**config.mk**
```make
export PLATFORM = sky130hd
export DESIGN_NAME = ccpt_port_timing
export DESIGN_NICKNAME = d
export VERILOG_FILES = /design/src/ccpt_pkg.sv /design/src/ccpt_ms_timer.sv /design/src/ccpt_port_timing.sv
export SDC_FILE = /design/constraint.sdc
export NUM_CORES = 1
export LEC_CHECK = 0
export ABC_AREA = 1
export CORE_UTILIZATION = 31
export CTS_CLUSTER_DIAMETER = 30
export CTS_CLUSTER_SIZE = 14
export DETAILED_ROUTE_END_ITERATION = 10
export DONT_BUFFER_PORTS = 1
export GPL_ROUTABILITY_DRIVEN = 0
export PLACE_DENSITY = 0.42
export REMOVE_ABC_BUFFERS = 1
export SLEW_MARGIN = 20
export SYNTH_ARGS = -nofsm -noshare
export SYNTH_HDL_FRONTEND = slang
export SYNTH_SLANG_ARGS = --single-unit
```
**constraint.sdc**
```tcl
create_clock -name core_clk_i -period 3 [get_ports core_clk_i]
set_input_delay 0 -clock core_clk_i [delete_from_list [all_inputs] [get_ports core_clk_i]]
set_output_delay 0 -clock core_clk_i [all_outputs]
set_load 0.02 [all_outputs]
```
**src/ccpt_pkg.sv**
```systemverilog
// Shared constants and types for the connection timing block
package ccpt_pkg;

	// Clock and millisecond prescaler
	localparam int CLK_PERIOD_PS = 25000;
	localparam int MS_PS = 1000000000;
	localparam int CYC_PER_MS = MS_PS / CLK_PERIOD_PS;

	// Millisecond timer width, enough for the longest wait
	localparam int TMR_W = 10;
	typedef logic [TMR_W-1:0] ccpt_ms_type;

	// Timer figures in ms; each timer adds one tick of slack
	localparam ccpt_ms_type T_VBUS_DIS_MS = 10'h258;  // 600, limit 650
	localparam ccpt_ms_type T_VCONN_DIS_MS = 10'h014; // 20, limit 35
	localparam ccpt_ms_type T_SRC_BASE_MS = 10'h021;  // 33 plus 0..15 jitter
	localparam ccpt_ms_type T_SNK_MS = 10'h023;       // 35
	localparam ccpt_ms_type T_TRY_MS = 10'h064;       // 100, window 75..150
	localparam ccpt_ms_type T_TRY_WAIT_MS = 10'h258;  // 600, window 400..800
	localparam ccpt_ms_type T_CC_DB_MS = 10'h096;     // 150, window 100..200
	localparam ccpt_ms_type T_PD_DB_MS = 10'h00f;     // 15, window 10..20
	localparam ccpt_ms_type T_ERR_REC_MS = 10'h01e;   // 30, least 25
	localparam logic [7:0] T_ERR_MIN_MS = 8'h19;      // 25

	// Seed of the toggle jitter generator
	localparam logic [7:0] LFSR_SEED = 8'h5a;

	typedef enum logic [1:0] {
		ADV_DEF = 2'h0,
		ADV_1P5 = 2'h1,
		ADV_3P0 = 2'h2
	} ccpt_adv_type;

	typedef enum logic [2:0] {
		CL_OPEN = 3'h0,
		CL_RA = 3'h1,
		CL_RD = 3'h2,
		CL_SRC_DEF = 3'h3,
		CL_SRC_1P5 = 3'h4,
		CL_SRC_3P0 = 3'h5
	} ccpt_cls_type;

	typedef enum logic [3:0] {
		ST_UNATT_SNK = 4'h0,
		ST_ATTW_SNK = 4'h1,
		ST_ATT_SNK = 4'h2,
		ST_TRY_WAIT_SNK = 4'h3,
		ST_UNATT_SRC = 4'h4,
		ST_ATTW_SRC = 4'h5,
		ST_ATT_SRC = 4'h6,
		ST_TRY_SRC = 4'h7,
		ST_PWR_ACC = 4'h8,
		ST_ERR_REC = 4'h9
	} ccpt_state_type;

	// Comparator outputs, one bit per threshold, high when above it
	typedef struct packed {
		logic gt_2p60;
		logic gt_1p60;
		logic gt_1p23;
		logic gt_0p80;
		logic gt_0p66;
		logic gt_0p40;
		logic gt_0p20;
	} ccpt_cmp_type;

	typedef enum logic [1:0] {
		RSP_ACK = 2'h0,
		RSP_BUSY = 2'h1,
		RSP_NAK = 2'h2
	} ccpt_rsp_type;

	typedef struct packed {
		logic slot;
		logic enter;
	} ccpt_vdm_req_type;

	typedef struct packed {
		logic slot;
		ccpt_rsp_type code;
	} ccpt_vdm_rsp_type;

endpackage

```
**src/ccpt_ms_timer.sv**
```systemverilog
// Millisecond one-shot timer driven by the shared tick
`timescale 1ns/1ps
module ccpt_ms_timer import ccpt_pkg::*; (
	input wire logic core_clk_i,
	input wire logic rst_n_i,
	input wire logic ms_tick_i,
	input wire logic start_i,
	input wire ccpt_ms_type load_i,
	output logic done_o
);
	ccpt_ms_type cnt_reg;
	logic armed_reg;

	// One extra tick: the first tick may land right after the start
	always_ff @(posedge core_clk_i or negedge rst_n_i) begin
		if (!rst_n_i) begin
			cnt_reg <= '0;
			armed_reg <= 1'b0;
		end else if (start_i) begin
			cnt_reg <= TMR_W'(load_i + 1'b1);
			armed_reg <= 1'b1;
		end else if (ms_tick_i && cnt_reg != '0) begin
			cnt_reg <= TMR_W'(cnt_reg - 1'b1);
		end
	end

	assign done_o = armed_reg && cnt_reg == '0;
endmodule

```
**src/ccpt_port_timing.sv**
```systemverilog
// Connection timing, level classification and mode message control
`timescale 1ns/1ps
// Overview of operation
// - Attached source turns VBUS on at once
// - Source removes and discharges VBUS on detach
// - VCONN follows VBUS within 2 ms
// - Powered accessory sources VCONN on entry
// - VCONN off and discharged on detach/command
// - Sink current follows advertisement after debounce
// - Toggle period held between 50 and 100 ms
// - Source share of period 30 to 70%
// - Role switch completes within 1 ms
// - Try-source wait lasts 75 to 150 ms
// - Try-sink wait lasts 400 to 800 ms
// - Toggle timing dithered, not precisely locked
// - Attach needs 100 to 200 ms stable
// - Sink detach or current change debounced 10-20 ms
// - Error recovery held at least 25 ms
// - Source cable threshold follows own advertisement
// - Source sink band up to 1.60/2.60 V
// - Default-only sink: below 0.2 V is cable
// - Decoding sink splits at 0.66 and 1.23 V
// - Mode messages never inside power negotiation
// - One answer per request, enter only on ACK
// - Cable and device modes active together
module ccpt_port_timing import ccpt_pkg::*; #(
	parameter int CYCLES_PER_MS = CYC_PER_MS
) (
	input wire logic core_clk_i,
	input wire logic rst_n_i,
	input wire ccpt_cmp_type cmp_i,
	input wire logic drp_en_i,
	input wire logic src_pref_i,
	input wire logic try_src_en_i,
	input wire logic acc_en_i,
	input wire logic snk_decode_i,
	input wire ccpt_adv_type adv_cfg_i,
	input wire logic vconn_req_i,
	input wire logic vconn_off_cmd_i,
	input wire logic err_i,
	input wire logic pd_neg_busy_i,
	input wire logic vdm_req_vld_i,
	input wire ccpt_vdm_req_type vdm_req_i,
	input wire logic vdm_rsp_vld_i,
	input wire ccpt_vdm_rsp_type vdm_rsp_i,
	output ccpt_state_type state_o,
	output logic rp_en_o,
	output logic rd_en_o,
	output logic vbus_en_o,
	output logic vbus_dis_o,
	output logic vconn_en_o,
	output logic vconn_dis_o,
	output logic attached_o,
	output ccpt_adv_type snk_adv_o,
	output ccpt_cls_type cls_o,
	output logic vdm_send_o,
	output logic vdm_refuse_o,
	output logic vdm_perr_o,
	output logic [1:0] mode_active_o
);
	ccpt_state_type state_reg, st_next;
	ccpt_cmp_type cmp_s1_reg, cmp_s2_reg;
	ccpt_cls_type cls_last_reg, cls_now;
	ccpt_adv_type snk_adv_reg;
	logic [15:0] pre_cnt_reg;
	logic ms_tick_reg;
	logic [7:0] lfsr_reg;
	logic rp_en_reg, rd_en_reg, vbus_en_reg, vbus_dis_reg;
	logic vconn_en_reg, vconn_dis_reg, attached_reg;
	logic send_reg, refuse_reg, perr_reg;
	logic [1:0] pend_reg, enter_reg, mode_reg;
	logic [1:0] send_w, refuse_w, perr_w;
	logic [7:0] er_ms_reg;
	logic boot_reg;

	// Free-running prescaler and jitter source
	wire pre_wrap = pre_cnt_reg == 16'(CYCLES_PER_MS - 1);
	wire lfsr_fb = lfsr_reg[7] ^ lfsr_reg[5] ^ lfsr_reg[4] ^ lfsr_reg[3];

	always_ff @(posedge core_clk_i or negedge rst_n_i) begin
		if (!rst_n_i) begin
			pre_cnt_reg <= 16'h0000;
			ms_tick_reg <= 1'b0;
			lfsr_reg <= LFSR_SEED;
			boot_reg <= 1'b1;
		end else begin
			pre_cnt_reg <= pre_wrap ? 16'h0000 : 16'(pre_cnt_reg + 1'b1);
			ms_tick_reg <= pre_wrap;
			lfsr_reg <= {lfsr_reg[6:0], lfsr_fb};
			boot_reg <= 1'b0;
		end
	end

	// Two-flop synchroniser; only the second stage feeds the decode
	always_ff @(posedge core_clk_i or negedge rst_n_i) begin
		if (!rst_n_i) begin
			cmp_s1_reg <= '0;
			cmp_s2_reg <= '0;
		end else begin
			cmp_s1_reg <= cmp_i;
			cmp_s2_reg <= cmp_s1_reg;
		end
	end

	// Source-side thresholds picked by our own advertisement
	wire adv3 = adv_cfg_i == ADV_3P0;
	wire adv15 = adv_cfg_i == ADV_1P5;
	wire above_ra = adv3 ? cmp_s2_reg.gt_0p80 : adv15 ? cmp_s2_reg.gt_0p40 :
		cmp_s2_reg.gt_0p20;
	wire above_rd = adv3 ? cmp_s2_reg.gt_2p60 : cmp_s2_reg.gt_1p60;
	wire ccpt_cls_type cls_src = !above_ra ? CL_RA : !above_rd ? CL_RD : CL_OPEN;

	// Sink side: below 0.2 V means only a cable, never a source
	wire ccpt_cls_type cls_dec = !cmp_s2_reg.gt_0p66 ? CL_SRC_DEF :
		!cmp_s2_reg.gt_1p23 ? CL_SRC_1P5 : CL_SRC_3P0;
	wire ccpt_cls_type cls_snk = !cmp_s2_reg.gt_0p20 ? CL_RA :
		snk_decode_i ? cls_dec : CL_SRC_DEF;
	assign cls_now = rp_en_reg ? cls_src : cls_snk;

	// Decode of the current level
	wire is_src_cls = cls_now == CL_SRC_DEF || cls_now == CL_SRC_1P5 ||
		cls_now == CL_SRC_3P0;
	wire is_rd = cls_now == CL_RD;
	wire is_ra_acc = cls_now == CL_RA && acc_en_i;
	wire cls_chg = cls_now != cls_last_reg;
	wire st_chg = st_next != state_reg;

	// Timers: state wait, debounce and the two discharges
	logic st_done, db_done, vbd_done, vcd_done;
	ccpt_ms_type st_load, db_load;
	wire attw = state_reg == ST_ATTW_SRC || state_reg == ST_ATTW_SNK;
	wire nx_attw = st_next == ST_ATTW_SRC || st_next == ST_ATTW_SNK;
	wire leave_src = state_reg == ST_ATT_SRC && st_next != ST_ATT_SRC;
	wire vconn_on = !vconn_off_cmd_i && ((st_next == ST_ATT_SRC && vconn_req_i)
		|| st_next == ST_PWR_ACC);
	wire vconn_fall = vconn_en_reg && !vconn_on;
	wire db_start = cls_chg || st_chg;
	// Arm the wait once after reset, else a port toggling from reset never leaves
	wire st_start = st_chg || boot_reg;
	// Attach wait uses the long debounce, all else the short one
	assign db_load = (st_chg ? nx_attw : attw) ? T_CC_DB_MS : T_PD_DB_MS;

	// Per-state wait; source share of each toggle is dithered
	always_comb begin
		case (st_next)
			ST_UNATT_SRC: st_load = TMR_W'(T_SRC_BASE_MS + lfsr_reg[3:0]);
			ST_UNATT_SNK: st_load = T_SNK_MS;
			ST_TRY_SRC: st_load = T_TRY_MS;
			ST_TRY_WAIT_SNK: st_load = T_TRY_WAIT_MS;
			ST_ERR_REC: st_load = T_ERR_REC_MS;
			default: st_load = T_PD_DB_MS;
		endcase
	end

	ccpt_ms_timer u_st_tmr (
		.core_clk_i(core_clk_i),
		.rst_n_i(rst_n_i),
		.ms_tick_i(ms_tick_reg),
		.start_i(st_start),
		.load_i(st_load),
		.done_o(st_done)
	);

	ccpt_ms_timer u_db_tmr (
		.core_clk_i(core_clk_i),
		.rst_n_i(rst_n_i),
		.ms_tick_i(ms_tick_reg),
		.start_i(db_start),
		.load_i(db_load),
		.done_o(db_done)
	);

	ccpt_ms_timer u_vbd_tmr (
		.core_clk_i(core_clk_i),
		.rst_n_i(rst_n_i),
		.ms_tick_i(ms_tick_reg),
		.start_i(leave_src),
		.load_i(T_VBUS_DIS_MS),
		.done_o(vbd_done)
	);

	ccpt_ms_timer u_vcd_tmr (
		.core_clk_i(core_clk_i),
		.rst_n_i(rst_n_i),
		.ms_tick_i(ms_tick_reg),
		.start_i(vconn_fall),
		.load_i(T_VCONN_DIS_MS),
		.done_o(vcd_done)
	);

	// Debounce is only valid when the level has not changed this cycle
	wire stable = db_done && !cls_chg;
	wire to_src = drp_en_i ? st_done : src_pref_i;
	wire to_snk = drp_en_i ? st_done : !src_pref_i;

	// Connection state machine
	always_comb begin
		st_next = state_reg;
		case (state_reg)
			ST_UNATT_SRC: begin
				if (is_rd || is_ra_acc)
					st_next = ST_ATTW_SRC;
				else if (to_snk)
					st_next = ST_UNATT_SNK;
			end
			ST_UNATT_SNK: begin
				if (is_src_cls)
					st_next = ST_ATTW_SNK;
				else if (to_src)
					st_next = ST_UNATT_SRC;
			end
			ST_ATTW_SRC: begin
				if (!is_rd && !is_ra_acc)
					st_next = ST_UNATT_SRC;
				else if (stable)
					st_next = is_rd ? ST_ATT_SRC : ST_PWR_ACC;
			end
			ST_ATTW_SNK: begin
				if (!is_src_cls)
					st_next = ST_UNATT_SNK;
				else if (stable)
					st_next = try_src_en_i ? ST_TRY_SRC : ST_ATT_SNK;
			end
			ST_TRY_SRC: begin
				if (is_rd && stable)
					st_next = ST_ATT_SRC;
				else if (st_done)
					st_next = ST_TRY_WAIT_SNK;
			end
			ST_TRY_WAIT_SNK: begin
				if (is_src_cls && stable)
					st_next = ST_ATT_SNK;
				else if (st_done)
					st_next = ST_UNATT_SNK;
			end
			ST_ATT_SRC: begin
				if (!is_rd)
					st_next = ST_UNATT_SRC;
			end
			ST_ATT_SNK: begin
				if (!is_src_cls && stable)
					st_next = ST_UNATT_SNK;
			end
			ST_PWR_ACC: begin
				if (cls_now == CL_OPEN && stable)
					st_next = ST_UNATT_SRC;
			end
			ST_ERR_REC: begin
				if (st_done)
					st_next = (drp_en_i || src_pref_i) ? ST_UNATT_SRC : ST_UNATT_SNK;
			end
			default: st_next = ST_UNATT_SNK;
		endcase
		if (err_i)
			st_next = ST_ERR_REC;
	end

	// Terminations follow the next state so the switch takes one cycle
	wire nx_rp = st_next inside {ST_UNATT_SRC, ST_ATTW_SRC, ST_ATT_SRC, ST_TRY_SRC, ST_PWR_ACC};
	wire nx_rd = st_next inside {ST_UNATT_SNK, ST_ATTW_SNK, ST_ATT_SNK, ST_TRY_WAIT_SNK};
	wire nx_att = st_next inside {ST_ATT_SRC, ST_ATT_SNK, ST_PWR_ACC};
	wire ccpt_adv_type adv_of_cls = cls_now == CL_SRC_3P0 ? ADV_3P0 :
		cls_now == CL_SRC_1P5 ? ADV_1P5 : ADV_DEF;
	wire adv_upd = st_next == ST_ATT_SNK && is_src_cls && stable;

	always_ff @(posedge core_clk_i or negedge rst_n_i) begin
		if (!rst_n_i) begin
			state_reg <= ST_UNATT_SNK;
			cls_last_reg <= CL_OPEN;
			rp_en_reg <= 1'b0;
			rd_en_reg <= 1'b1;
			attached_reg <= 1'b0;
		end else begin
			state_reg <= st_next;
			cls_last_reg <= cls_now;
			rp_en_reg <= nx_rp;
			rd_en_reg <= nx_rd;
			attached_reg <= nx_att;
		end
	end

	// Sink current limit, reset to default whenever not attached
	always_ff @(posedge core_clk_i or negedge rst_n_i) begin
		if (!rst_n_i)
			snk_adv_reg <= ADV_DEF;
		else if (adv_upd)
			snk_adv_reg <= adv_of_cls;
		else if (!nx_att)
			snk_adv_reg <= ADV_DEF;
	end

	// Supplies: on at state entry, discharge held for a fixed time
	always_ff @(posedge core_clk_i or negedge rst_n_i) begin
		if (!rst_n_i) begin
			vbus_en_reg <= 1'b0;
			vbus_dis_reg <= 1'b0;
			vconn_en_reg <= 1'b0;
			vconn_dis_reg <= 1'b0;
		end else begin
			vbus_en_reg <= st_next == ST_ATT_SRC;
			vconn_en_reg <= vconn_on;
			if (leave_src)
				vbus_dis_reg <= 1'b1;
			else if (vbd_done)
				vbus_dis_reg <= 1'b0;
			if (vconn_fall)
				vconn_dis_reg <= 1'b1;
			else if (vcd_done)
				vconn_dis_reg <= 1'b0;
		end
	end

	// One request tracker per slot: cable and partner run independently
	genvar g;
	generate
		for (g = 0; g < 2; g++) begin : g_slot
			wire req_g = vdm_req_vld_i && vdm_req_i.slot == 1'(g);
			wire rsp_g = vdm_rsp_vld_i && vdm_rsp_i.slot == 1'(g);
			wire ack_g = rsp_g && pend_reg[g] && vdm_rsp_i.code == RSP_ACK;
			// Held back while power negotiation runs or one is outstanding
			assign send_w[g] = req_g && attached_reg && !pd_neg_busy_i && !pend_reg[g];
			assign refuse_w[g] = req_g && !send_w[g];
			assign perr_w[g] = rsp_g && !pend_reg[g];
			always_ff @(posedge core_clk_i or negedge rst_n_i) begin
				if (!rst_n_i) begin
					pend_reg[g] <= 1'b0;
					enter_reg[g] <= 1'b0;
					mode_reg[g] <= 1'b0;
				end else if (!nx_att) begin
					pend_reg[g] <= 1'b0;
					mode_reg[g] <= 1'b0;
				end else begin
					if (send_w[g]) begin
						pend_reg[g] <= 1'b1;
						enter_reg[g] <= vdm_req_i.enter;
					end else if (rsp_g)
						pend_reg[g] <= 1'b0;
					if (ack_g)
						mode_reg[g] <= enter_reg[g];
				end
			end
		end
	endgenerate

	always_ff @(posedge core_clk_i or negedge rst_n_i) begin
		if (!rst_n_i) begin
			send_reg <= 1'b0;
			refuse_reg <= 1'b0;
			perr_reg <= 1'b0;
		end else begin
			send_reg <= |send_w;
			refuse_reg <= |refuse_w;
			perr_reg <= |perr_w;
		end
	end

	// Time spent in error recovery, for the check below
	always_ff @(posedge core_clk_i or negedge rst_n_i) begin
		if (!rst_n_i)
			er_ms_reg <= 8'h00;
		else if (state_reg != ST_ERR_REC)
			er_ms_reg <= 8'h00;
		else if (ms_tick_reg && er_ms_reg != 8'hff)
			er_ms_reg <= 8'(er_ms_reg + 1'b1);
	end

	assign state_o = state_reg;
	assign rp_en_o = rp_en_reg;
	assign rd_en_o = rd_en_reg;
	assign vbus_en_o = vbus_en_reg;
	assign vbus_dis_o = vbus_dis_reg;
	assign vconn_en_o = vconn_en_reg;
	assign vconn_dis_o = vconn_dis_reg;
	assign attached_o = attached_reg;
	assign snk_adv_o = snk_adv_reg;
	assign cls_o = cls_last_reg;
	assign vdm_send_o = send_reg;
	assign vdm_refuse_o = refuse_reg;
	assign vdm_perr_o = perr_reg;
	assign mode_active_o = mode_reg;
endmodule

```
-- Word level (Yosys, flattened, before mapping)
Cells that the tools add are included.
- bits in registers: 109
- latch bits: 0
- RAM bits: 0
- bits in read-only memories: 0
- input port bits: 27
- output and inout port bits: 21
- word-level logic and storage cells: 241
- memories: 0
- $add $sub $neg: 8
- multiply operators: 0
- divide/modulo/power cells: 0
- magnitude comparators: 0
- equality and inequality tests: 34
- shifts and indexed selects: 0
- multiplexer cells: 63
- bitwise gates (word level): 5
- reductions and logical operators: 86
- operator list (kind ; number):
    $mux W10 ; 8
    $mux W4 ; 18
    $pmux W10 S5 ; 1
    $logic_not A10 Y1 ; 4
    $pmux W4 S10 ; 1
    $reduce_bool A10 Y1 ; 4
    $sub A10 B1 Y10 const B ; 4
    $logic_and A1 B1 Y1 ; 39
    $eq A4 B3 Y1 const B ; 8
    $mux W1 ; 22
    $mux W3 ; 6
    $add A16 B1 Y16 const B ; 1
    $eq A16 B16 Y1 const B ; 1
    $eq A4 B2 Y1 const B ; 4
    $eq A4 B4 Y1 const B ; 4
    $mux W16 ; 1
    $logic_not A1 Y1 ; 12
    $reduce_bool A2 Y1 ; 6
    $add A10 B1 Y10 const B ; 1
    $mux W2 ; 5
    $add A8 B1 Y9 const B ; 1
    $logic_or A1 B1 Y1 ; 9
    $eq A4 B1 Y1 const B ; 2
    $logic_not A4 Y1 ; 2
    other kinds (21) ; 32

-- Depth between registers and ports, before layout
Gate-level depths: netlist (run 1).
- depth in word-level cells: 20
- gate-level depth with buffers: 29
- depth with buffers taken out: 29

-- Modules after synthesis
From an unflattened synthesis (run 1), not the netlist that was laid out.
- cell total of the unflattened synthesis: 982
- area, all modules: 7060.5 µm²
- by module, submodules not included (module ; instances ; cells an instance ; area each (µm²) ; sequential area each (µm²)):
    ccpt_ms_timer ; 4 ; 147 ; 934.6 ; 275.3
    ccpt_port_timing ; 1 ; 394 ; 3321.9 ; 1634.1

-- Worst setup path after synthesis (run 1)
Ideal clock, no wire load.
- path kind: reg-to-reg
- from: register rp_en_reg, in the netlist rp_en_o
- to: register u_st_tmr.cnt_reg[2]
- setup time: 113 ps
- arrival time: 2781 ps
- path slack: 106 ps
- cell stages (with the launch flop): 21
- period minus slack after synthesis: 2894 ps
- cell sequence: dfrtp_1 -> or2_4 -> inv_2 -> nand2_1 -> nand3_1 -> nand2_2 -> nor2_8 -> nand3_2 -> a21oi_2 -> nand3_2 -> nor2_8 -> nand3_4 -> nand2_1 -> nor2_4 -> nand2_4 -> nand2_2 -> ha_1 -> xnor2_1 -> nand2_1 -> nand2_1 -> inv_1
- cells in the longest elaborated chain, start to end: 13
- elaborated cells on any way between the ends: 47
- RTL lines (element ; line ; source):
    start, declared ; ccpt_port_timing.sv:68 ; logic rp_en_reg, rd_en_reg, vbus_en_reg, vbus_dis_reg;
    start signal, assigned ; ccpt_port_timing.sv:276 ; rp_en_reg <= nx_rp;
    $mux W3 * ; ccpt_port_timing.sv:118 ; assign cls_now = rp_en_reg ? cls_src : cls_snk;
    $eq A3 B2 Y1 / $eq A3 B3 Y1 (equally long branches) ; ccpt_port_timing.sv:121 ; wire is_src_cls = cls_now == CL_SRC_DEF || cls_now == CL_SRC_1P5 ||
    $logic_or A1 B1 Y1 (2 in a row) ; ccpt_port_timing.sv:121 ;
    $logic_not A1 Y1 ; ccpt_port_timing.sv:241 ; if (!is_src_cls && stable)
    $logic_and A1 B1 Y1 ; ccpt_port_timing.sv:241 ;
    $mux W4 ; ccpt_port_timing.sv:241 ;
    $pmux W4 S10 * ; ccpt_port_timing.sv:199 ; case (state_reg)
    $mux W4 * ; ccpt_port_timing.sv:254 ; if (err_i)
    $eq A4 B4 Y1, or another cell as far along ; ccpt_port_timing.sv:145 ; case (st_next)
    $pmux W10 S5 ; ccpt_port_timing.sv:145 ;
    $add A10 B1 Y10 ; ccpt_ms_timer.sv:20 ; cnt_reg <= TMR_W'(load_i + 1'b1);
    $mux W10 ; ccpt_ms_timer.sv:19 ; end else if (start_i) begin
    end signal, assigned ; ccpt_ms_timer.sv:20 ;
    end signal, assigned ; ccpt_ms_timer.sv:23 ; cnt_reg <= TMR_W'(cnt_reg - 1'b1);
    end, declared ; ccpt_ms_timer.sv:11 ; ccpt_ms_type cnt_reg;
Mark *: on every way between the ends. The rest lies on a longest branch, timed or not.
A chain may end at the register's enable or synchronous reset.

-- Worst setup path in the final report (run 1)
- from: register u_db_tmr.cnt_reg[5]
- to: register u_st_tmr.cnt_reg[2]
- cells in the longest elaborated chain, start to end: 11
- elaborated cells on any way between the ends: 28
- RTL lines (element ; line ; source):
    start, declared ; ccpt_ms_timer.sv:11 ;
    start signal, assigned ; ccpt_ms_timer.sv:20 ;
    start signal, assigned ; ccpt_ms_timer.sv:23 ;
    $logic_not A10 Y1 * ; ccpt_ms_timer.sv:27 ; assign done_o = armed_reg && cnt_reg == '0;
    $logic_and A1 B1 Y1 * ; ccpt_ms_timer.sv:27 ;
    $logic_and A1 B1 Y1 * ; ccpt_port_timing.sv:192 ; wire stable = db_done && !cls_chg;
    $mux W4, or another cell as far along ; ccpt_port_timing.sv:221 ; else if (stable)
    $mux W4, or another cell as far along ; ccpt_port_timing.sv:219 ; if (!is_src_cls)
    $pmux W4 S10 * ; ccpt_port_timing.sv:199 ;
    $mux W4 * ; ccpt_port_timing.sv:254 ;
    $eq A4 B4 Y1, or another cell as far along ; ccpt_port_timing.sv:145 ;
    $pmux W10 S5 ; ccpt_port_timing.sv:145 ;
    $add A10 B1 Y10 ; ccpt_ms_timer.sv:20 ;
    $mux W10 ; ccpt_ms_timer.sv:19 ;
Marks and branches as above.

==> flow_metrics.env, run 1 <==
export IMPL_crit_chain="or2_1 > nor3_2 > nand4_1 > nor2_4 > nand3_2 > buf_6 > a21oi_2 > nor2_2 > nand2_2 > nand2_4 > xor2_1 > nor2_2 > nand2_2 > nor2_4 > buf_12 > buf_12 > nand3_2 > nand2_2 > inv_2 > nand2_1 > inv_1"
export IMPL_via_per_inst=4.59
export IMPL_grt_pass1_vias=4834
export IMPL_path_clk_slew_ns=0.07
export IMPL_worstMarginPinSlew_ns=0.587
export IMPL_critical_path_max_fanout=5
export IMPL_seqCellArea_sq_um=2740
export IMPL_first_iter_violations=241
export IMPL_fin_worst_skew_ns=0.00645
export IMPL_final_cells=1047
export IMPL_hold_viol=0
export IMPL_hp_class="in2reg"
export IMPL_drv_slew=0
export IMPL_dieWidth_um=139
export IMPL_n_antenna_cell=0
export IMPL_multi_input_area_sq_um=2880
export IMPL_numPortBuffers=0
export IMPL_largest_reg_flops=16
export IMPL_power_density_nw_per_um2=768
export IMPL_cp_data_arrival_time_ns=3.22
export IMPL_vdd_ir_drop_max_mv=0.308
export IMPL_fin_crit_ns=2.96
export IMPL_start_util_pct=32.1
export IMPL_critPathLaunchType="register"
export IMPL_grt_usage_pct=14.9
export IMPL_crit_path_end_kind="register"
export IMPL_finalCritPeriodShare_pct=98.6
export IMPL_worstSetupPathType="reg2reg"
export IMPL_cts_sinks=109
export IMPL_nets=849
export IMPL_cts_root_buf="clkbuf_16"
export IMPL_grt_max_degree=110
export IMPL_dp_worst_setup_slack_ns=-0.0545
export IMPL_outcome="complete, no violations"
export IMPL_max_freq_mhz=338
export IMPL_place_inst=973
export IMPL_final_common_cell="nand2_1"
export IMPL_wire_per_inst_um=12.7
export IMPL_crit_required_ns=3.26
export IMPL_die_y_um=139
export IMPL_core_sq_um=18200
export IMPL_max_cap_viol_count=0
export IMPL_wl_um=13300
export IMPL_hpwl_um=9380
export IMPL_synth_seq_cells=109
export IMPL_ant_nets=0
export IMPL_numCtsBuffers=9
export IMPL_cpMaxStageDelayCell="dfrtp_1"
export IMPL_worst_slack_ns=0.0411
export IMPL_cts_tree="done"
export IMPL_clock_path_buffers=2
export IMPL_firstDrtPassIters=4
export IMPL_antenna_found_initial=0
export IMPL_crit_family="simple AND/OR/NAND/NOR gates"
export IMPL_htree_levels=3
export IMPL_p_leak_nw=3.63
export IMPL_postSynthCellCount=706
export IMPL_fillers=1826
export IMPL_syn2layout_area_growth_pct=29.0
export IMPL_syn_mean_instance_area_sq_um=8.28
export IMPL_yosysSeqAreaShare_pct=46.8
export IMPL_dr_total_vias=4801
export IMPL_grt_overflow=0
export IMPL_max_slew_margin_rel_pct=60.9
export IMPL_critPathBufInv=5
export IMPL_cpMostUsedCell="nand2_2"
export IMPL_grt_pass1_wl_um=23100
export IMPL_most_common_layout_cells="nand2_1, dfrtp_1, inv_1"
export IMPL_yosysWarnings=0
export IMPL_setup_violations=0
export IMPL_num_rows=49
export IMPL_num_io_pins=48
export IMPL_synth_cell_type_count=45
export IMPL_syn_cell_area_sq_um=5850
export IMPL_cpPeakStageDelay_ns=0.38
export IMPL_drc=0
export IMPL_die_area_sq_um=19400
export IMPL_drive_above_1_share_pct=25.3
export IMPL_rsz0062_at_grt="true"
export IMPL_insertion_delay_ns=0.35
[synthesized netlist by cell type, drive strengths merged]
cell / number / area share, %
dfstp: 6 / 2.7
a21oi: 18 / 1.8
o211ai: 3 / 0.47
o21ai: 30 / 2.6
buf: 3 / 0.45
o31ai: 1 / 0.13
inv: 106 / 6.8
xor2: 25 / 3.7
nand3: 65 / 6.9
nand2: 165 / 12
nand4: 13 / 1.6
nor3: 20 / 1.8
nor4: 6 / 0.64
nor2: 99 / 8.0
mux2: 2 / 0.39
a211oi: 3 / 0.47
xnor2: 15 / 2.2
clkinv: 2 / 0.15
or4: 1 / 0.13
nand3b: 2 / 0.26
o21a: 2 / 0.26
or2: 6 / 0.68
dfrtp: 103 / 44
conb: 1 / 0.064
ha: 9 / 1.9
[logic make-up (layout without fill, tap and decap cells)]
| family | count (synthesis) | after routing | synth area share [%] |
|---|---|---|---|
| simple gates | 377 | 377 | 31.7 |
| buf+inv | 111 | 223 | 7.40 |
| xor+xnor | 40 | 40 | 5.99 |
| other cells | 1 | 1 | 0.0641 |
| mux | 2 | 2 | 0.385 |
| flops | 109 | 109 | 46.8 |
| compound gates | 57 | 57 | 5.76 |
| fa+ha+maj | 9 | 9 | 1.93 |
[worst min-delay path, cell delays in order]
cell and delay (ns):
nor2_1 0.03, nand3_1 0.08, mux2_2 0.14, nand2_1 0.04
inv_1 0.04
[area by class of cell]
cell class / count / share of cell area, %
multi-input combinational: 486 / 38.2
sequential: 109 / 36.3
timing repair buffer: 99 / 12.3
inverter: 108 / 5.49
tap: 229 / 3.80
clock buffer: 12 / 3.27
clock inverter: 4 / 0.647
[power by group]
| group | switching (mW) | total (mW) | internal [mW] |
|---|---|---|---|
| clock network | 0.539 | 1.21 | 0.670 |
| logic | 1.47 | 2.76 | 1.29 |
| registers | 0.163 | 1.82 | 1.66 |
| total | 2.18 | 5.79 | 3.62 |
[per-stage QoR]
stage | setup TNS, ns | hold slack [ns] | instance area [sq um] | utilization (%) | power (mW)
after floorplan | 0 | -0.296 | 5820 | - | 3.16
after global placement | 0 | -0.293 | 6430 | 35.3 | 3.77
after detailed placement | -0.106 | -0.293 | 6430 | 35.3 | 3.78
after CTS | -0.00167 | 0.00136 | 7330 | 40.3 | 5.56
after global routing | -3.51 | 0.0254 | 7540 | 41.4 | 6.22
final | 0 | 0.00952 | 7540 | 41.4 | 5.79
[final timing paths]
path | start | to | slack (ns) | depth (start not counted)
worst max-delay path | u_db_tmr.cnt_reg[5] | u_st_tmr.cnt_reg[2] | 0.04 | 21
worst min-delay path | vdm_rsp_i[0] | mode_active_o[0] | 0.01 | 5
worst max register to register | u_db_tmr.cnt_reg[5] | u_st_tmr.cnt_reg[2] | 0.04 | 21
worst min register to register | cmp_s1_reg[0] | cmp_s2_reg[0] | 0.35 | 0
max in group asynchronous | rst_n_i | u_db_tmr.cnt_reg[1] | 2.29 | 2
min in group asynchronous | rst_n_i | enter_reg[0] | 0.23 | 2
[per-layer routing]
metal | routed length (um) | global-route usage, %
met1 | 6320 | 18.8
met2 | 6360 | 25.2
met3 | 528 | 3.54
met4 | 129 | 3.98
met5 | 0 | 0
[repair_timing]
| item | in CTS | in global routing |
|---|---|---|
| resized for setup | 29 | 42 |
| pin swaps | 32 | 17 |
| gates cloned | 1 | 0 |
| endpoints found under the hold margin | 128 | 1 |
| hold buffers | 25 | 1 |
| endpoints found under the setup margin | 3 | 56 |
| setup buffers | 23 | 10 |
(Power assumes the default switching activity.)
==> run 2: changes to the inputs <==
Settings changed: CORE_ASPECT_RATIO set to 0.9, PLACE_DENSITY 0.42 to 0.43, SYNTH_HIERARCHICAL set to 1.
==> flow_metrics.env, run 2 <==
export IMPL_outcome="finished, violations left"
export IMPL_violations="setup timing"
export IMPL_synth_ff_type="dfrtp_1"
export IMPL_synth_top_area_share_pct=36.5
export IMPL_postSynthCellCount=982
export IMPL_fin_worst_skew_ns=0.0102
export IMPL_rr_startpoint="u_st_tmr/cnt_reg[1]"
export IMPL_via_per_inst=4.38
export IMPL_ant_nets=0
export IMPL_p_seq_share_pct=24.8
export IMPL_crit_path_end_kind="register"
export IMPL_syn2layout_area_growth_pct=47.8
export IMPL_cpMostUsedCell="nand2_4"
export IMPL_startpoint="u_st_tmr/cnt_reg[1]"
export IMPL_final_common_cell="nand2_1"
export IMPL_max_cap_viol_count=0
export IMPL_clock_path_buffers=2
export IMPL_drive_above_1_share_pct=32.3
export IMPL_dieWidth_um=161
export IMPL_firstDrtPassIters=4
export IMPL_switching_share_pct=42.2
export IMPL_p_leak_nw=5.19
export IMPL_crit_required_ns=3.30
export IMPL_yosys_cell_count_top_type="nand2_1"
export IMPL_grt_max_degree=110
export IMPL_yosysWarnings=6
export IMPL_dr_total_vias=6751
export IMPL_r2r_end="u_st_tmr/cnt_reg[6]"
export IMPL_wire_per_inst_um=12.7
export IMPL_critical_path_max_fanout=5
export IMPL_worstRegToRegCells=29
export IMPL_vdd_ir_drop_max_mv=0.281
export IMPL_final_cells=1542
export IMPL_cpMaxStageDelayCell="dfrtp_1"
export IMPL_numCtsBuffers=9
export IMPL_cts_root_buf="clkbuf_16"
export IMPL_hp_class="in2reg"
export IMPL_synth_edf_count=0
export IMPL_synth_seq_cells=109
export IMPL_p_switching_mw=3.36
export IMPL_cpPeakStageDelay_ns=0.40
export IMPL_grt_pass1_wl_um=32200
export IMPL_htree_levels=3
export IMPL_max_freq_mhz=312
export IMPL_pwr_share_comb_pct=58.5
export IMPL_synth_cell_type_count=44
export IMPL_rsz0062_at_grt="true"
export IMPL_critPathLaunchType="register"
export IMPL_n_antenna_cell=0
export IMPL_place_inst=1454
export IMPL_worstSetupPathType="reg2reg"
export IMPL_yosysSeqAreaShare_pct=38.7
export IMPL_fin_crit_ns=3.20
export IMPL_regToRegSetupSlack_ns=-0.20
export IMPL_cts_sinks=109
export IMPL_yosysTopAreaCell="dfrtp_1"
export IMPL_core_sq_um=22400
export IMPL_wl_um=19600
export IMPL_cp_data_arrival_time_ns=3.50
export IMPL_grt_pass1_vias=6369
export IMPL_start_util_pct=31.5
export IMPL_syn_mean_instance_area_sq_um=7.19
export IMPL_synth_common_cells="nand2_1, inv_1, nand3_1"
export IMPL_nets=1277
export IMPL_most_common_layout_cells="nand2_1, buf_4, inv_1"
export IMPL_num_io_pins=48
export IMPL_largest_reg_flops=16
export IMPL_first_iter_violations=351
export IMPL_numPortBuffers=0
export IMPL_post_route_util_pct=46.5
export IMPL_grt_usage_pct=17.2
export IMPL_antenna_found_initial=0
export IMPL_setup_violations=37
export IMPL_syn_cell_area_sq_um=7060
export IMPL_clkPwrFrac_pct=16.7
export IMPL_insertion_delay_ns=0.36
export IMPL_drc=0
export IMPL_hold_ws_ns=0.0182
export IMPL_num_rows=52
export IMPL_cts_tree="done"
export IMPL_max_slew_margin_rel_pct=57.4
export IMPL_drv_slew=0
export IMPL_worstMarginPinSlew_ns=0.639
export IMPL_crit_end="u_st_tmr/cnt_reg[6]"
export IMPL_grt_overflow=0
export IMPL_hold_viol=0
export IMPL_die_y_um=145
export IMPL_internal_power_mw=4.59
export IMPL_synthTopCellsByArea="dfrtp_1, nand2_1, nand3_1"
export IMPL_worst_slack_ns=-0.202
export IMPL_finalCritPeriodShare_pct=107
export IMPL_path_clk_slew_ns=0.08
export IMPL_synthArstFlopShare_pct=100
export IMPL_hpwl_um=13600
export IMPL_power_density_nw_per_um2=762
export IMPL_die_area_sq_um=23400
-- run 2: changes by cell type in the layout (fill, tap and decap cells not counted), moves of 17 or more --
cell and change:
nand2_4 +17, inv_1 +33, nand2_1 +92, buf_4 +69, nand3_1 +53, conb_1 +75
o21ai_2 +21, nand2_2 +17
-- run 2: per-stage QoR --
stage / setup WS [ns] / setup TNS, ns / power [mW] / instance area [sq um]
detailed placement: -0.549 / -13.52 / 5.31 / 8560
finish: -0.202 / -3.69 / 7.95 / 10400
global placement: -0.498 / -12.60 / 5.32 / 8560
global route: -0.478 / -12.65 / 8.57 / 10400
CTS: -0.152 / -1.70 / 7.51 / 9920
floorplan: -0.555 / -18.61 / 4.00 / 7220
-- run 2: cell families after synthesis --
family,synth area share [%]
AO/OA/AOI/OAI,8.65
XOR/XNOR,2.85
adder cells (fa/ha/maj),1.77
buffers and inverters,9.43
flip-flops,38.7
multiplexers,0.319
other,0.106
AND/OR/NAND/NOR,38.1
-- run 2: layout make-up --
type                       count  area (sq um)
fill                        2268         12000
multi-input combinational    789          4700
sequential                   109          2740
timing repair buffer         187          1740
inverter                     144           561
tap                          297           372
clock buffer                  11           253
clock inverter                 5          75.1
-- run 2: worst max-delay path: cells and delay by family (launching register included) --
kind | cells | cell delay, ns
AO/OA/AOI/OAI | 4 | 0.44
adder cells (fa/ha/maj) | 2 | 0.30
buffers and inverters | 4 | 0.31
flip-flops | 1 | 0.40
AND/OR/NAND/NOR | 19 | 1.72
-- run 2: worst min path at each step --
stage	start	to	cells after the start
floorplan	rst_n_i	attached_o	0
global placement	rst_n_i	u_st_tmr/cnt_reg[7]	0
detailed placement	rst_n_i	u_st_tmr/cnt_reg[7]	0
CTS	vdm_rsp_i[1]	mode_active_o[0]	5
global route	vconn_req_i	vconn_en_o	5
finish	vdm_rsp_i[1]	mode_active_o[1]	5
-- run 2: routing by layer --
metal,GRT usage (%),wire length (um),part of all wire [%],vias up
met5,0,0,0,-
met1,25.0,9980,51,3081
met4,5.05,334,1.7,0
met3,3.03,622,3.2,18
li1,-,-,-,3566
met2,25.9,8640,44,86
-- run 2: power by group through the flow --
stage	combinational [mW]	clock (mW)	sequential, mW
after floorplan	2.01	0	1.99
after global placement	3.33	0	1.99
after global routing	5.14	1.43	2.00
after detailed placement	3.33	0	1.99
final	4.65	1.33	1.97
after CTS	4.16	1.39	1.96
-- run 2: repair_timing --
item                       4_1_cts  5_1_grt
buffers inserted                32       14
setup endpoints to repair       44       48
pin swaps                       40       50
resized for setup              122      115
hold buffers                    22        0
hold endpoints to repair       127        0
cloned                           5        2
==> run 3: changes to the inputs <==
Settings changed: PLACE_DENSITY 0.43 to 0.57.
==> flow_metrics.env, run 3 (synthesis results as in run 2) <==
export IMPL_outcome="finished, violations left"
export IMPL_violations="setup timing"
export IMPL_finalInstanceArea_sq_um=10200
export IMPL_vdd_ir_drop_max_mv=0.342
export IMPL_fillers=2159
export IMPL_hold_ws_ns=0.0328
export IMPL_drv_slew=0
export IMPL_core_sq_um=22400
export IMPL_grt_pass1_vias=6531
export IMPL_grt_overflow=0
export IMPL_insertion_delay_ns=0.37
export IMPL_firstDrtPassIters=5
export IMPL_finalCritPeriodShare_pct=108
export IMPL_seqCellArea_sq_um=2740
export IMPL_hpwl_um=12800
export IMPL_die_y_um=145
export IMPL_num_rows=52
export IMPL_cts_sinks=109
export IMPL_most_common_layout_cells="nand2_1, buf_4, inv_1"
export IMPL_cts_tree="done"
export IMPL_wire_per_inst_um=12.1
export IMPL_max_slew_margin_rel_pct=47.4
export IMPL_dieWidth_um=161
export IMPL_post_route_util_pct=45.2
export IMPL_n_antenna_cell=0
export IMPL_met3_usage_pct=3.17
export IMPL_final_common_cell="nand2_1"
export IMPL_critPathBufInv=18
export IMPL_syn2layout_area_growth_pct=43.8
export IMPL_critical_path_max_fanout=2
export IMPL_cpMaxStageDelayCell="dfrtp_1"
export IMPL_max_freq_mhz=310
export IMPL_htree_levels=3
export IMPL_num_io_pins=48
export IMPL_worstSetupPathType="reg2reg"
export IMPL_crit_family="buffers and inverters"
export IMPL_p_leak_nw=5.09
export IMPL_fin_crit_ns=3.23
export IMPL_power_density_nw_per_um2=742
export IMPL_multi_input_area_sq_um=4510
export IMPL_worstMarginPinSlew_ns=0.782
export IMPL_drive_above_1_share_pct=30.1
export IMPL_drc=0
export IMPL_nets=1279
export IMPL_grt_usage_pct=16.1
export IMPL_setup_violations=30
export IMPL_clock_path_buffers=2
export IMPL_start_util_pct=31.5
export IMPL_max_cap_viol_count=0
export IMPL_first_iter_violations=424
export IMPL_fin_worst_skew_ns=0.0155
export IMPL_cp_data_arrival_time_ns=3.54
export IMPL_cts_root_buf="clkbuf_16"
export IMPL_placed_area_sq_um=8550
export IMPL_use_met1_pct=22.2
export IMPL_rsz0062_at_grt="true"
export IMPL_hp_class="in2reg"
export IMPL_cpMostUsedCell="buf_4"
export IMPL_ant_nets=0
export IMPL_hold_viol=0
export IMPL_path_clk_slew_ns=0.09
export IMPL_wl_um=18700
export IMPL_crit_required_ns=3.31
export IMPL_grt_use_met2_pct=25.5
export IMPL_antenna_found_initial=0
export IMPL_cpPeakStageDelay_ns=0.39
export IMPL_crit_path_end_kind="register"
export IMPL_die_area_sq_um=23400
export IMPL_critPathLaunchType="register"
export IMPL_grt_pass1_wl_um=30700
export IMPL_worst_slack_ns=-0.231
export IMPL_grt_max_degree=110
export IMPL_largest_reg_flops=16
export IMPL_via_per_inst=4.48
export IMPL_numCtsBuffers=9
export IMPL_dr_total_vias=6916
export IMPL_numPortBuffers=0
export IMPL_busiest_layer="met2"
run 3: path summary, 6_finish.rpt:
check                                    start  cells past startpoint  slack, ns             endpoint
max                        u_st_tmr/cnt_reg[1]                     27      -0.23  u_st_tmr/cnt_reg[8]
min                               vdm_req_i[1]                      5       0.03          pend_reg[0]
max reg2reg                u_st_tmr/cnt_reg[1]                     27      -0.23  u_st_tmr/cnt_reg[8]
min in group asynchronous              rst_n_i                      2       0.19  u_st_tmr/cnt_reg[8]
min reg2reg                      cmp_s1_reg[2]                      0       0.36        cmp_s2_reg[2]
max in group asynchronous              rst_n_i                      2       2.33              rd_en_o
run 3: worst reg2reg max path, delay by kind of cell (launching register included):
family                     cells  cell delay, ns
DFF                            1            0.39
buffers and inverters         18            2.15
and+or+nand+nor                8            0.49
adders and majority gates      1            0.14
run 3: area by class of cell:
type | count | share of cell area (%)
Clock buffer | 9 | 2.22
Tap cell | 297 | 3.66
Clock inverter | 7 | 0.949
Sequential cell | 109 | 26.9
Multi-Input combinational cell | 789 | 44.5
Timing Repair Buffer | 189 | 16.4
Inverter | 144 | 5.40
run 3: per-layer routing:
layer | routed length [um] | vias to the layer above
li1 | - | 3588
met1 | 9100 | 3190
met2 | 8610 | 117
met3 | 746 | 21
met4 | 214 | 0
met5 | 0 | -
run 3: metrics by stage:
| step | total power, mW | setup TNS, ns | std cells | worst slack [ns] |
|---|---|---|---|---|
| after floorplan | 4.00 | -18.61 | 1039 | -0.555 |
| after global placement | 5.23 | -7.83 | 1454 | -0.404 |
| after detailed placement | 5.25 | -9.13 | 1454 | -0.416 |
| after CTS | 7.13 | -1.65 | 1525 | -0.122 |
| after global routing | 8.12 | -9.62 | 1544 | -0.399 |
| final | 7.53 | -2.67 | 1544 | -0.231 |
run 3: where the power goes:
part / total (mW) / internal (mW) / switching, mW
registers: 1.97 / 1.74 / 0.226
clock network: 1.27 / 0.609 / 0.664
logic: 4.29 / 1.97 / 2.32
total: 7.53 / 4.32 / 3.21
run 3: timing repair:
| item | in CTS | in global routing |
|---|---|---|
| buffers inserted | 32 | 16 |
| setup endpoints to repair | 43 | 45 |
| resized for setup | 94 | 82 |
| hold buffers | 23 | 0 |
| endpoints found under the hold margin | 128 | 0 |
| pin swaps | 38 | 44 |
| cloned | 1 | 3 |
